$ cat config.mk
export PLATFORM = sky130hd
export DESIGN_NAME = standby_well_wake_control
export DESIGN_NICKNAME = d
export VERILOG_FILES = /design/src/design/standby_well_pkg.sv /design/src/design/slow_clk_if.sv /design/src/design/slow_clock_select.sv /design/src/design/standby_well_wake_control.sv
export SDC_FILE = /design/constraint.sdc
export NUM_CORES = 1
export LEC_CHECK = 0
export BUFFER_PORTS_ARGS = -buffer_cell sky130_fd_sc_hd__buf_2
export CAP_MARGIN = 20
export CORE_ASPECT_RATIO = 1.5
export CORE_UTILIZATION = 37
export DETAILED_ROUTE_END_ITERATION = 7
export SYNTH_ARGS = -nofsm -noshare
export SYNTH_HDL_FRONTEND = slang
export SYNTH_HIERARCHICAL = 1
export SYNTH_SLANG_ARGS = --single-unit
$ cat constraint.sdc
create_clock -name ref_clk_i -period 1.9 [get_ports ref_clk_i]
set_input_delay 0 -clock ref_clk_i [delete_from_list [all_inputs] [get_ports ref_clk_i]]
set_output_delay 0 -clock ref_clk_i [all_outputs]
set_load 0.05 [all_outputs]
$ cat src/design/standby_well_pkg.sv
package standby_well_pkg;
  // --------
  // Register map of the battery and standby register set
  // --------
  localparam logic [7:0] OFS_WAKE_EN_SEVEN = 8'h10;
  localparam logic [7:0] OFS_PWR_RECOVERY = 8'h49;
  localparam logic [7:0] OFS_SUPPLY_ON = 8'h4A;
  localparam logic [7:0] OFS_SUPPLY_PREV = 8'h53;
  localparam logic [7:0] OFS_DOUBLE_CLICK = 8'h5B;
  localparam logic [7:0] OFS_MAKE_ONE = 8'h5F;
  localparam logic [7:0] OFS_MAKE_TWO = 8'h60;
  localparam logic [7:0] OFS_BREAK_ONE = 8'h61;
  localparam logic [7:0] OFS_BREAK_TWO = 8'h62;
  localparam logic [7:0] OFS_BREAK_THREE = 8'h63;
  localparam logic [7:0] OFS_PWR_BTN_KEY = 8'h64;
  localparam logic [7:0] OFS_SLOW_CLK_STATUS = 8'hF0;
  // Number of battery-backed registers and their storage order.
  localparam int BAT_REG_COUNT = 11;
  localparam logic [7:0] BAT_OFFSETS [BAT_REG_COUNT] = '{
    OFS_WAKE_EN_SEVEN, OFS_PWR_RECOVERY, OFS_SUPPLY_ON, OFS_SUPPLY_PREV,
    OFS_DOUBLE_CLICK, OFS_MAKE_ONE, OFS_MAKE_TWO, OFS_BREAK_ONE,
    OFS_BREAK_TWO, OFS_BREAK_THREE, OFS_PWR_BTN_KEY};
  localparam int IDX_PWR_RECOVERY = 1;
  localparam int IDX_SUPPLY_ON = 2;
  localparam int IDX_SUPPLY_PREV = 3;
  // --------
  // Field positions and reset values
  // --------
  localparam int BIT_CLK_ABSENT = 0;
  localparam int BIT_RECOVERY_EN = 0;
  localparam int BIT_SUPPLY_ON = 0;
  localparam int BIT_PREV_ON = 0;
  localparam logic [7:0] BAT_REG_RESET = 8'h00;
  localparam logic [7:0] SLOW_STATUS_RESET = 8'h00;
  localparam logic [7:0] READ_UNMAPPED = 8'h00;
  // --------
  // Wake pin positions inside the wake pin vector
  // --------
  localparam int WAKE_PIN_COUNT = 15;
  localparam int NON_WAKE_COUNT = 3;
  localparam int PIN_MOUSE_DATA = 3;
  localparam int PIN_SECOND_REVERT = 4;
  localparam int PIN_LED_ONE = 13;
  localparam int PIN_LED_TWO = 14;
  // --------
  // Timing
  // --------
  localparam int REF_CLK_HZ = 100_000_000;
  localparam int SLOW_CLK_HZ = 32_768;
  localparam int SLOW_HALF_CYCLES = REF_CLK_HZ / (2 * SLOW_CLK_HZ);
  // --------
  // Power recovery states
  // --------
  typedef enum logic [1:0] {
    REC_IDLE = 2'b00,
    REC_ON = 2'b01,
    REC_LOST = 2'b10,
    REC_RESTORE = 2'b11
  } recovery_state_t;
endpackage : standby_well_pkg

$ cat src/design/slow_clk_if.sv
`timescale 1ns/100ps
// Carries the slow clock request and result between the top and selector.
interface slow_clk_if;
  logic sel_internal; // High selects the derived clock.
  logic ext_level; // Level of the external slow clock pin.
  logic out_level; // Glitch-free selected slow clock level.
  logic tick; // One-cycle pulse on each rising slow edge.
  logic active_internal; // Source that the output follows now.
  modport selector (
    input sel_internal,
    input ext_level,
    output out_level,
    output tick,
    output active_internal
  );
  modport user (
    output sel_internal,
    output ext_level,
    input out_level,
    input tick,
    input active_internal
  );
endinterface : slow_clk_if

$ cat src/design/slow_clock_select.sv
`timescale 1ns/100ps
module slow_clock_select
  import standby_well_pkg::*;
#(
  parameter int HALF_CYCLES = SLOW_HALF_CYCLES
) (
  // Clock, reset and enable
  input wire logic ref_clk_i,
  input wire logic rst_i,
  input wire logic ce_i,
  // Request and result
  slow_clk_if.selector sc
);
  // --------
  // Internal slow clock divider
  // --------
  logic [15:0] div_count; // Half-period counter.
  logic int_level; // Derived slow clock level.
  logic active_sel; // Source currently followed.
  logic out_level; // Registered output level.

  // The derived clock toggles every half period of the slow rate.
  always_ff @(posedge ref_clk_i) begin
    if (rst_i) begin
      div_count <= 16'h0000;
      int_level <= 1'b0;
    end else if (ce_i) begin
      if (div_count == 16'(HALF_CYCLES - 1)) begin
        div_count <= 16'h0000;
        int_level <= ~int_level;
      end else begin
        div_count <= div_count + 16'h0001;
      end
    end
  end

  // --------
  // Glitch-free switch
  // --------
  // The source changes only while the output and both sources are low,
  // so neither a cut old phase nor a short new one reaches the users.
  always_ff @(posedge ref_clk_i) begin
    if (rst_i) begin
      active_sel <= 1'b0;
    end else if (ce_i) begin
      if (sc.sel_internal != active_sel && !out_level &&
          !int_level && !sc.ext_level) begin
        active_sel <= sc.sel_internal;
      end
    end
  end

  // The output follows the active source one cycle late.
  always_ff @(posedge ref_clk_i) begin
    if (rst_i) begin
      out_level <= 1'b0;
    end else if (ce_i) begin
      out_level <= active_sel ? int_level : sc.ext_level;
    end
  end

  assign sc.out_level = out_level;
  assign sc.active_internal = active_sel;
  // Rising edge of the selected clock, used as a slow tick.
  assign sc.tick = ce_i & ~out_level & (active_sel ? int_level : sc.ext_level);
endmodule : slow_clock_select

$ cat src/design/standby_well_wake_control.sv
`timescale 1ns/100ps
// Summary of operation
// - Standby reset initializes infrared and wake logic
// - Standby only: enabled wake events drive output
// - No main supply: wake pins input only, except LED pins
// - Listed pins wake; only LED pins drive
// - Mouse pins revert to plain non-inverting input
// - Three non-wake pins never wake
// - LED pins driven without main supply
// - Runtime blocks stay active on standby
// - Recovery logic restores power after failure
// - Battery registers keep contents across standby loss
// - Previous state, click, scan code registers kept
// - Slow clock drives watchdog, LED, recovery, key
// - Clock-absent flag at bit 0, index F0
// - Flag zero means external clock present
// - Slow status cleared by standby reset
// - Flag selects external or derived slow clock
// - No external clock: slow functions need main
// - Every enabled wake event pulls wake output low
// - Main-supply logic enabled only while present
module standby_well_wake_control
  import standby_well_pkg::*;
#(
  parameter int WAKE_PINS = WAKE_PIN_COUNT,
  parameter int NON_WAKE_PINS = NON_WAKE_COUNT,
  parameter int HALF_CYCLES = SLOW_HALF_CYCLES
) (
  // Clock, reset and enable
  input wire logic ref_clk_i,
  input wire logic rst_i,
  input wire logic bat_por_i,
  input wire logic ce_i,
  // Supply indication
  input wire logic vcc_present_i,
  // Register port
  input wire logic [7:0] reg_addr_i,
  input wire logic [7:0] reg_wdata_i,
  input wire logic reg_wr_i,
  input wire logic reg_rd_i,
  output logic [7:0] reg_rdata_o,
  // Wake pins
  input wire logic [WAKE_PINS-1:0] wake_pin_i,
  input wire logic [WAKE_PINS-1:0] wake_pin_alt_i,
  input wire logic [WAKE_PINS-1:0] wake_pin_invert_i,
  input wire logic [WAKE_PINS-1:0] wake_pin_gpio_out_i,
  input wire logic [WAKE_PINS-1:0] wake_pin_gpio_oe_i,
  input wire logic [WAKE_PINS-1:0] wake_pin_alt_out_i,
  input wire logic [WAKE_PINS-1:0] wake_pin_alt_oe_i,
  input wire logic [WAKE_PINS-1:0] wake_pin_enable_i,
  input wire logic [WAKE_PINS-1:0] wake_status_clear_i,
  output logic [WAKE_PINS-1:0] wake_pin_o,
  output logic [WAKE_PINS-1:0] wake_pin_oe_o,
  output logic [WAKE_PINS-1:0] wake_pin_data_o,
  output logic [WAKE_PINS-1:0] wake_status_o,
  // Non-wake pins
  input wire logic [NON_WAKE_PINS-1:0] non_wake_out_i,
  input wire logic [NON_WAKE_PINS-1:0] non_wake_oe_i,
  output logic [NON_WAKE_PINS-1:0] non_wake_pin_o,
  output logic [NON_WAKE_PINS-1:0] non_wake_pin_oe_o,
  // Other wake sources and the wake output
  input wire logic block_event_i,
  output logic wake_event_out_n_o,
  output logic wake_event_out_oe_o,
  // Slow clock
  input wire logic slow_clock_input_pin_i,
  output logic slow_clk_o,
  output logic slow_tick_o,
  output logic slow_functions_en_o,
  // Power recovery
  input wire logic kbd_power_key_i,
  input wire logic power_button_i,
  output logic power_restore_o,
  // Domain enables
  output logic vcc_logic_en_o,
  output logic standby_blocks_en_o,
  output logic wake_init_o
);
  // --------
  // Main supply synchronizer
  // --------
  logic vcc_meta; // First stage, read only by the second.
  logic vcc_ok; // Synchronized main supply presence.

  // Two stages keep a slow rail edge from gating pins twice in a cycle.
  always_ff @(posedge ref_clk_i) begin
    if (rst_i) begin
      vcc_meta <= 1'b0;
      vcc_ok <= 1'b0;
    end else if (ce_i) begin
      vcc_meta <= vcc_present_i;
      vcc_ok <= vcc_meta;
    end
  end

  // --------
  // Standby reset fan-out
  // --------
  logic init_pulse; // High during reset and one cycle after.
  logic standby_en; // Standby blocks run from reset onward.

  // Downstream infrared and wake blocks see a clean init window.
  always_ff @(posedge ref_clk_i) begin
    if (rst_i) begin
      init_pulse <= 1'b1;
      standby_en <= 1'b0;
    end else if (ce_i) begin
      init_pulse <= 1'b0;
      standby_en <= 1'b1;
    end
  end

  assign wake_init_o = init_pulse;
  assign standby_blocks_en_o = standby_en;
  assign vcc_logic_en_o = vcc_ok;

  // --------
  // Registers
  // --------
  logic [7:0] bat_regs [BAT_REG_COUNT]; // Battery-backed storage.
  logic [7:0] slow_status; // Slow clock status register.
  logic [BAT_REG_COUNT-1:0] bat_hit; // Address decode per register.
  logic prev_capture; // Hardware update of the previous state.
  logic prev_value; // Value captured into the previous state.
  logic slow_absent; // Clock-absent flag.

  assign slow_absent = slow_status[BIT_CLK_ABSENT];

  // The battery bank ignores the standby reset; only the battery
  // power-on reset clears it, so a standby loss keeps its contents.
  for (genvar r = 0; r < BAT_REG_COUNT; r++) begin : g_bat
    assign bat_hit[r] = (reg_addr_i == BAT_OFFSETS[r]);
    always_ff @(posedge ref_clk_i) begin
      if (bat_por_i) begin
        bat_regs[r] <= BAT_REG_RESET;
      end else if (ce_i) begin
        if (r == IDX_SUPPLY_PREV && prev_capture) begin
          // A hardware capture wins over a software write.
          bat_regs[r][BIT_PREV_ON] <= prev_value;
        end else if (reg_wr_i && bat_hit[r]) begin
          bat_regs[r] <= reg_wdata_i;
        end
      end
    end
  end

  // The status register lives on the standby rail and clears on its reset.
  always_ff @(posedge ref_clk_i) begin
    if (rst_i) begin
      slow_status <= SLOW_STATUS_RESET;
    end else if (ce_i) begin
      if (reg_wr_i && reg_addr_i == OFS_SLOW_CLK_STATUS) begin
        // Only the flag is writable; upper bits read as zero.
        slow_status[BIT_CLK_ABSENT] <= reg_wdata_i[BIT_CLK_ABSENT];
      end
    end
  end

  // Read data is registered one cycle after the read strobe.
  always_ff @(posedge ref_clk_i) begin
    if (rst_i) begin
      reg_rdata_o <= READ_UNMAPPED;
    end else if (ce_i && reg_rd_i) begin
      reg_rdata_o <= READ_UNMAPPED;
      if (reg_addr_i == OFS_SLOW_CLK_STATUS) begin
        reg_rdata_o <= slow_status;
      end
      for (int r = 0; r < BAT_REG_COUNT; r++) begin
        if (bat_hit[r]) begin
          reg_rdata_o <= bat_regs[r];
        end
      end
    end
  end

  // --------
  // Slow clock selection
  // --------
  slow_clk_if sc ();

  assign sc.sel_internal = slow_absent;
  assign sc.ext_level = slow_clock_input_pin_i;

  slow_clock_select #(
    .HALF_CYCLES(HALF_CYCLES)
  ) u_select (
    .ref_clk_i(ref_clk_i),
    .rst_i(rst_i),
    .ce_i(ce_i),
    .sc(sc)
  );

  // Without an external clock the derived source stands for the
  // reference oscillator, which is gone under standby power alone.
  assign slow_functions_en_o = standby_en & (vcc_ok | ~sc.active_internal);
  assign slow_clk_o = sc.out_level;
  assign slow_tick_o = sc.tick & slow_functions_en_o;

  // --------
  // Wake pin gating
  // --------
  logic [WAKE_PINS-1:0] eff_alt; // Function after supply gating.
  logic [WAKE_PINS-1:0] eff_inv; // Inversion after supply gating.
  logic [WAKE_PINS-1:0] may_drive; // Pin may drive in this supply state.
  logic [WAKE_PINS-1:0] level; // Polarity-corrected pin level.
  logic [WAKE_PINS-1:0] level_q; // Level one cycle ago.
  logic [WAKE_PINS-1:0] wake_status; // Sticky wake status.

  for (genvar p = 0; p < WAKE_PINS; p++) begin : g_pin
    // The two mouse-side pins fall back to plain inputs without main supply.
    if (p == PIN_MOUSE_DATA || p == PIN_SECOND_REVERT) begin : g_rev
      assign eff_alt[p] = wake_pin_alt_i[p] & vcc_ok;
      assign eff_inv[p] = wake_pin_invert_i[p] & vcc_ok;
    end else begin : g_keep
      assign eff_alt[p] = wake_pin_alt_i[p];
      assign eff_inv[p] = wake_pin_invert_i[p];
    end
    // LED pins sit on the standby rail; all others need main supply.
    if (p == PIN_LED_ONE || p == PIN_LED_TWO) begin : g_led
      assign may_drive[p] = 1'b1;
    end else begin : g_vcc
      assign may_drive[p] = vcc_ok;
    end
    assign level[p] = wake_pin_i[p] ^ eff_inv[p];

    // Output drive is registered so the pin never sees a decode glitch.
    always_ff @(posedge ref_clk_i) begin
      if (rst_i) begin
        wake_pin_o[p] <= 1'b0;
        wake_pin_oe_o[p] <= 1'b0;
      end else if (ce_i) begin
        wake_pin_o[p] <= eff_alt[p] ? wake_pin_alt_out_i[p] : wake_pin_gpio_out_i[p];
        wake_pin_oe_o[p] <= may_drive[p] &
          (eff_alt[p] ? wake_pin_alt_oe_i[p] : wake_pin_gpio_oe_i[p]);
      end
    end

    // A rising corrected level sets the sticky bit; set beats clear.
    always_ff @(posedge ref_clk_i) begin
      if (rst_i) begin
        level_q[p] <= 1'b0;
        wake_status[p] <= 1'b0;
      end else if (ce_i) begin
        level_q[p] <= level[p];
        if (level[p] && !level_q[p]) begin
          wake_status[p] <= 1'b1;
        end else if (wake_status_clear_i[p]) begin
          wake_status[p] <= 1'b0;
        end
      end
    end
  end

  // Pin readback for the general-purpose data register.
  always_ff @(posedge ref_clk_i) begin
    if (rst_i) begin
      wake_pin_data_o <= '0;
    end else if (ce_i) begin
      wake_pin_data_o <= level;
    end
  end

  assign wake_status_o = wake_status;

  // --------
  // Non-wake pins
  // --------
  // These pins have no standby input path, so nothing here feeds the
  // wake status; they are only driven while main supply is present.
  always_ff @(posedge ref_clk_i) begin
    if (rst_i) begin
      non_wake_pin_o <= '0;
      non_wake_pin_oe_o <= '0;
    end else if (ce_i) begin
      non_wake_pin_o <= non_wake_out_i;
      non_wake_pin_oe_o <= non_wake_oe_i & {NON_WAKE_PINS{vcc_ok}};
    end
  end

  // --------
  // Wake output
  // --------
  logic wake_any; // Any enabled event pending.

  // The output works with or without main supply; it is open drain.
  assign wake_any = (|(wake_status & wake_pin_enable_i)) | block_event_i;

  always_ff @(posedge ref_clk_i) begin
    if (rst_i) begin
      wake_event_out_oe_o <= 1'b0;
    end else if (ce_i) begin
      wake_event_out_oe_o <= wake_any;
    end
  end

  // The pin only ever pulls low.
  assign wake_event_out_n_o = 1'b0;

  // --------
  // Power recovery
  // --------
  recovery_state_t rec_state; // Recovery sequencer state.
  recovery_state_t next_rec_state; // Next sequencer state.
  logic rec_enable; // Software arms recovery.
  logic supply_on; // Software supply request.
  logic vcc_ok_q; // Supply presence one cycle ago.

  assign rec_enable = bat_regs[IDX_PWR_RECOVERY][BIT_RECOVERY_EN];
  assign supply_on = bat_regs[IDX_SUPPLY_ON][BIT_SUPPLY_ON];
  // On an unexpected loss the supply request is remembered.
  assign prev_capture = ce_i & vcc_ok_q & ~vcc_ok;
  assign prev_value = supply_on;

  always_ff @(posedge ref_clk_i) begin
    if (rst_i) begin
      vcc_ok_q <= 1'b0;
    end else if (ce_i) begin
      vcc_ok_q <= vcc_ok;
    end
  end

  // Restore after a loss waits for a slow tick; a key or button press restores at once from REC_IDLE.
  always_comb begin
    next_rec_state = rec_state;
    case (rec_state)
      REC_IDLE: begin
        if (vcc_ok) begin
          next_rec_state = REC_ON;
        end else if (kbd_power_key_i || power_button_i) begin
          next_rec_state = REC_RESTORE;
        end
      end
      REC_ON: begin
        if (!vcc_ok) begin
          next_rec_state = (rec_enable && supply_on) ? REC_LOST : REC_IDLE;
        end
      end
      REC_LOST: begin
        if (vcc_ok) begin
          next_rec_state = REC_ON;
        end else if (slow_tick_o) begin
          next_rec_state = REC_RESTORE;
        end
      end
      REC_RESTORE: begin
        next_rec_state = vcc_ok ? REC_ON : REC_IDLE;
      end
      default: begin
        next_rec_state = REC_IDLE;
      end
    endcase
  end

  always_ff @(posedge ref_clk_i) begin
    if (rst_i) begin
      rec_state <= REC_IDLE;
      power_restore_o <= 1'b0;
    end else if (ce_i) begin
      rec_state <= next_rec_state;
      power_restore_o <= (next_rec_state == REC_RESTORE) && (rec_state != REC_RESTORE);
    end
  end
endmodule : standby_well_wake_control

==> summary.txt, run 1 <==
outcome -> finished, final reports clean
Internal -> 7.297 mW
combinational power share -> 16.5%
Req. time, crit path -> 2.22 ns
area of the multi-input gates -> 3976 um^2
Root Buffer -> clkbuf_16
Power, Total -> 9.961 mW
Slew HR -> 45.50%
dominant synthesized flop cell -> dfxtp_1
slowest CP cell -> dlygate4sd3_1
clock tree buffer depth -> 2
Cells after Synth -> 865
ANT cells -> 0
Seq pwr share -> 46.4%
Sw Share -> 26.74%
P_sw -> 2.664 mW
Die Y -> 192.6 um
HPWL after DPL -> 21.09 mm
Startpoint Class -> flip-flop
pin count of the biggest net entering global routing -> 83
gr ovfl total -> 0
Die W -> 129.1 um
maximum fanout along the worst path -> 3
Setup Viol. Count Final -> 0
critical path type -> flip-flop to flip-flop
ANT nets after route -> 0
first-pass GRT wire length -> 44.15 mm
Critical path origin -> wake_status_o[8]$_SDFFE_PP0P_
post-synthesis register bit count -> 191
Fmax -> 552.1 MHz
P&R area growth vs syn -> 39.90%
fill count -> 2121
pwr dens -> 794.7 nW/um^2
Net Count, Synth -> 1035
Fin. Hold Viols -> 0
post-layout min period -> 1.811 ns
Cell Rows -> 69
maxcap violations -> 0
delay of the slowest critical-path stage -> 0.59 ns
Slew Limit Fails -> 0
Worst-path clk slew -> 0.07 ns
Ports -> 251
DIE AREA -> 24860 um^2
Placer Congestion -> 0.9062
cell leakage power -> 5.123 nW
drt initial violations -> 343
vias in the first global route -> 7927
min-delay src -> wake_pin_enable_i[7]
H-tree depth -> 4
share of layout cells above drive strength 1 -> 28.96%
maximum vdd ir drop -> 0.6437 mV
min-delay worst type -> primary input to flip-flop
initial antenna violation count -> 0
Synth Warn # -> 6
Worst EP arrival -> 2.13 ns
Core Area -> 23740 um^2
crit path cell chain -> a22o_1 -> a2111oi_1 -> dlygate4sd3_1 -> nand4_1 -> nor3b_1
TritonCTS clock tree -> built
routed len/inst -> 18.91 um
initial core utilization -> 37.74%
Post-Syn Area per Cell -> 10.36 um^2
DRT Pass-1 Iters -> 4
final clock skew -> 0.006236 ns
worst r2r src -> wake_status_o[8]$_SDFFE_PP0P_
sequential cell area -> 4706 um^2
vias after detailed routing -> 8004
vias per inst -> 5.079
Setup TNS -> 0 ns
Area after DPL -> 10720 um^2
# clock sinks -> 191
post-synthesis sequential area ratio -> 52.51%
Clk Latency, worst-skew pair -> 0.44 ns
fin crit share -> 95.33%
critical path endpoint category -> flip-flop
drt total wl -> 29.81 mm
worst-margin pin slew -> 0.8175 ns
CTS Buf Count -> 17
Post-synth EDFFs -> 88
clock share of power -> 37.1%
post-synthesis async set-or-reset flop share -> 0%
Total GRT Usage -> 24.29%
Netlist Area Pre-Place -> 8960 um^2
# DRC -> 0
post-route cell area -> 12530 um^2
Yosys cell types -> 71
Final nets -> 1414
Port Buffer Count -> 249
RSZ-0062 raised after global routing -> false
==> path summary, 6_finish.rpt <==
check                                                         to  slack [ns]  cells past startpoint
worst max-delay path            wake_event_out_oe_o$_SDFFE_PP0P_        0.09                      5
worst min-delay path            wake_event_out_oe_o$_SDFFE_PP0P_        0.01                      4
worst max register to register  wake_event_out_oe_o$_SDFFE_PP0P_        0.09                      5
worst min register to register          wake_init_o$_SDFFE_PP1P_        0.45                      1
==> placed cells by master (no fill, tap or decap), types with 6 or more instances in the layout <==
cell type,n
clkbuf_16,17
dlygate4sd3_1,121
nand2_1,53
nor2b_1,7
xnor2_1,24
a211oi_1,38
mux2_2,15
buf_4,46
a22oi_1,25
o21ai_0,15
nand3_1,14
mux2i_1,30
edfxtp_1,88
dfxtp_1,102
nor2_1,126
nand2b_1,10
buf_2,247
and2_1,90
nor3_1,28
nor4_2,6
xor2_1,6
a221oi_1,7
o31ai_1,12
a21oi_1,25
inv_1,11
==> synthesized netlist by cell type (6+ instances only) <==
cell type	n	area share (%)
a211oi_1	38	3.2
a21oi_1	25	1.4
a221oi_1	7	0.68
a22oi_1	25	2.1
and2_1	90	6.3
buf_2	9	0.50
clkbuf_1	39	1.6
dfxtp_1	103	23
edfxtp_1	88	29
inv_1	10	0.42
mux2_2	15	1.9
mux2i_1	30	3.4
nand2_1	53	2.2
nand2b_1	10	0.70
nand3_1	14	0.78
nor2_1	126	5.3
nor2b_1	7	0.49
nor3_1	28	1.6
nor4_2	6	0.84
o21ai_0	15	0.84
o31ai_1	12	1.0
xnor2_1	24	2.3
xor2_1	6	0.59
==> worst max-delay path: cells and delay by family, from the launching register on <==
family / cells / cell delay [ns]
AO/OA/AOI/OAI: 2 / 0.52
buffers and inverters: 1 / 0.59
flip-flops: 1 / 0.35
AND/OR/NAND/NOR: 2 / 0.23
==> metal layers <==
metal / global-route usage, % / wire, um / vias to the layer above
met3: 5.184 / 1722 / 56
li1: - / - / 3866
met5: 0 / 0 / -
met1: 24.46 / 10970 / 3797
met4: 11.76 / 1048 / 0
met2: 46.59 / 16060 / 285
==> timing repair <==
action,4_1_cts,5_1_grt
buffers inserted,0,0
hold endpoints to repair,77,0
setup endpoints to repair,0,1
hold buffers,121,0
gates resized for setup,0,1
==> flip-flops by register name, summed over array words and instances, names as in the netlist, 2 cells and up <==
signal and flops:
wake_pin_data_o 14, reg_rdata_o 8, wake_pin_oe_o 15, rec_state 2, non_wake_pin_oe_o 3, u_select/div_count 16
wake_status_o 15, wake_pin_o 15, non_wake_pin_o 3, bat_regs 88
==> cells by family after synthesis <==
logic type | count (synthesis) | share of synthesized area (%)
compound gates | 157 | 12.57
xor+xnor | 30 | 2.933
fa+ha+maj | 2 | 0.2792
buf+inv | 66 | 3.226
flops | 191 | 52.51
mux | 49 | 6.242
other cells | 1 | 0.04185
simple gates | 369 | 22.20
==> through the flow <==
stage / util (%) / worst slack, ns / std cells / hold WS (ns)
3_5_place_dp: 45.16 / 0.1553 / 1423 / 0.2463
2_1_floorplan: - / -0.04480 / 865 / 0.07238
4_1_cts: 52.79 / 0.07125 / 1576 / 0.001605
3_3_place_gp: 45.16 / 0.2091 / 1423 / 0.2357
6_report: 52.80 / 0.08867 / 1576 / 0.01384
5_1_grt: 52.80 / 0.003673 / 1576 / 0.04085
==> power groups by stage <==
stage | clock network [mW] | registers, mW | logic (mW)
final | 3.70 | 4.62 | 1.64
after global routing | 3.92 | 4.64 | 1.76
after CTS | 3.78 | 4.62 | 1.63
after detailed placement | 0 | 4.71 | 1.39
after global placement | 0 | 4.71 | 1.38
after floorplan | 0 | 5.01 | 0.529
==> final cells by class <==
| type | instances | share of cell area [%] |
|---|---|---|
| clock buffers | 21 | 3.673 |
| clock inverters | 11 | 1.108 |
| inverters | 11 | 0.3294 |
| multi-input cells | 608 | 31.72 |
| flip-flops and latches | 191 | 37.54 |
| well taps | 319 | 3.184 |
| repair buffers | 415 | 22.44 |
(Power assumes the default switching activity.)
==> run 2, diff against run 1 <==
--- a/config.mk
+++ b/config.mk
@@ -7,7 +7,6 @@
 export LEC_CHECK = 0
 export BUFFER_PORTS_ARGS = -buffer_cell sky130_fd_sc_hd__buf_2
 export CAP_MARGIN = 20
-export CORE_ASPECT_RATIO = 1.5
 export CORE_UTILIZATION = 37
 export DETAILED_ROUTE_END_ITERATION = 7
 export SYNTH_ARGS = -nofsm -noshare
==> summary.txt, run 2 (synthesized netlist as in run 1, its figures left out) <==
outcome -> finished, final reports clean
cell leakage power -> 5.101 nW (-0.43%)
Reg with most FFs -> bat_regs
H-tree depth -> 4 (unchanged)
Die W -> 157.6 um (+22%)
Slew HR -> 48.87% (+3.4 points)
Final Non-Filler Cells -> 1570 (-0.38%)
hold path depth -> 3 (-1)
post-route cell area -> 12480 um^2 (-0.40%)
vias per inst -> 5.085 (+0.12%)
worst-margin pin slew -> 0.7611 ns (-0.05638 ns)
post-layout min period -> 1.837 ns (+0.02559 ns)
Root Buffer -> clkbuf_16
Startpoint Class -> flip-flop
DIE AREA -> 24840 um^2 (about the same)
maximum fanout along the worst path -> 3 (unchanged)
Die Y -> 157.6 um (-18%)
worst r2r src -> wake_status_o[8]$_SDFFE_PP0P_
Cell Rows -> 56 (-19%)
# clock sinks -> 191 (unchanged)
fin crit share -> 96.68% (+1.3 points)
vias after detailed routing -> 7983 (-0.26%)
drt initial violations -> 600 (+75%)
Slew Limit Fails -> 0 (unchanged)
gr ovfl total -> 0 (unchanged)
CTS Buf Count -> 17 (unchanged)
Worst-path clk slew -> 0.08 ns (about the same)
Fmax -> 544.4 MHz (-1.4%)
biggest regs -> bat_regs: 88 flops, u_select/div_count: 16 flops
P&R area growth vs syn -> 39.34%
initial antenna violation count -> 0 (unchanged)
pin count of the biggest net entering global routing -> 67 (-19%)
RSZ-0062 raised after global routing -> false
final clock skew -> 0.01078 ns (+0.004546 ns)
max FFs per register -> 88 (unchanged)
critical path type -> flip-flop to flip-flop
DRT Pass-1 Iters -> 5 (+1)
fin worst setup slack -> 0.06308 ns (-0.02559 ns)
# DRC -> 0 (unchanged)
Fin. Hold Viols -> 0 (unchanged)
critical path endpoint category -> flip-flop
Total GRT Usage -> 22.70% (-1.6 points)
Core Area -> 23610 um^2 (-0.54%)
fill count -> 2138 (+0.80%)
TritonCTS clock tree -> built
most frequent cells in the layout -> 248 x buf_2, 126 x nor2_1, 117 x dlygate4sd3_1
ANT nets after route -> 0 (unchanged)
Area after DPL -> 10710 um^2 (-0.16%)
clock tree buffer depth -> 2 (unchanged)
most common cell after layout, fill and taps aside -> buf_2
first-pass GRT wire length -> 42.12 mm (-4.6%)
maximum vdd ir drop -> 0.4557 mV (-29%)
vias in the first global route -> 7696 (-2.9%)
min-delay src -> wake_pin_alt_out_i[9]
Critical path origin -> wake_status_o[8]$_SDFFE_PP0P_
maxcap violations -> 0 (unchanged)
Power, Total -> 9.940 mW (-0.20%)
min-delay worst type -> primary input to flip-flop
area of the multi-input gates -> 3981 um^2 (+0.13%)
Hold Slack -> 0.01386 ns (+0.00001580 ns)
Placer Congestion -> 0.9148 (+0.95%)
Ports -> 251 (unchanged)
drt total wl -> 28.73 mm (-3.6%)
pre-CTS setup slack -> 0.1088 ns (-0.04650 ns)
sequential cell area -> 4706 um^2 (unchanged)
R2R depth -> 5 (unchanged)
Port Buffer Count -> 249 (unchanged)
fin util -> 52.87% (+0.076 points)
pwr dens -> 796.2 nW/um^2 (+0.20%)
initial core utilization -> 37.95% (+0.21 points)
Req. time, crit path -> 2.20 ns (-0.02 ns)
Final nets -> 1408 (-0.42%)
share of layout cells above drive strength 1 -> 29.10% (+0.14 points)
Setup TNS -> 0 ns (unchanged)
HPWL after DPL -> 20.00 mm (-5.2%)
Clk Latency, worst-skew pair -> 0.43 ns (about the same)
Setup Viol. Count Final -> 0 (unchanged)
Setup Buffers After CTS -> 0 (unchanged)
routed len/inst -> 18.30 um (-3.2%)
Cells after DPL -> 1421 (-0.14%)
Worst EP arrival -> 2.14 ns (about the same)
ANT cells -> 0 (unchanged)
-- run 2: worst paths after layout --
check,to,slack (ns)
worst min register to register,wake_init_o$_SDFFE_PP1P_,0.46
worst min-delay path,wake_pin_o[9]$_SDFFE_PP0P_,0.01
worst max register to register,wake_event_out_oe_o$_SDFFE_PP0P_,0.06
worst max-delay path,wake_event_out_oe_o$_SDFFE_PP0P_,0.06
-- run 2: worst max-delay path, stage by stage, from the launching register on --
cell and delay [ns]:
dfxtp_1 0.37, a22o_1 0.22, a2111oi_0 0.30, dlygate4sd3_1 0.60, nand4_1 0.07, nor3b_1 0.15
-- run 2: cell type report --
cell class | instances | area share (%)
clock buffer | 19 | 3.468
tap | 319 | 3.197
sequential | 191 | 37.69
inverter | 11 | 0.3307
clock inverter | 13 | 1.353
multi-input combinational | 608 | 31.89
timing repair buffer | 409 | 22.07
-- run 2: layer usage --
metal  part of all wire (%)  routed length [um]  global-route usage, %
met5                      0                   0                      0
met4                    3.8                1083                  10.17
met3                    5.3                1532                  3.778
met2                     50               14260                  39.63
met1                     41               11850                  27.37
-- run 2: timing repair --
action | 4_1_cts | 5_1_grt
resized for setup | 0 | 1
hold endpoints to repair | 68 | 1
hold buffers | 116 | 2
setup endpoints to repair | 0 | 1
-- run 2: power breakdown --
| group | internal, mW | leakage [nW] | switching, mW |
|---|---|---|---|
| sequential | 4.49 | 1.69 | 0.120 |
| clock | 2.00 | 0.294 | 1.69 |
| combinational | 0.664 | 3.12 | 0.978 |
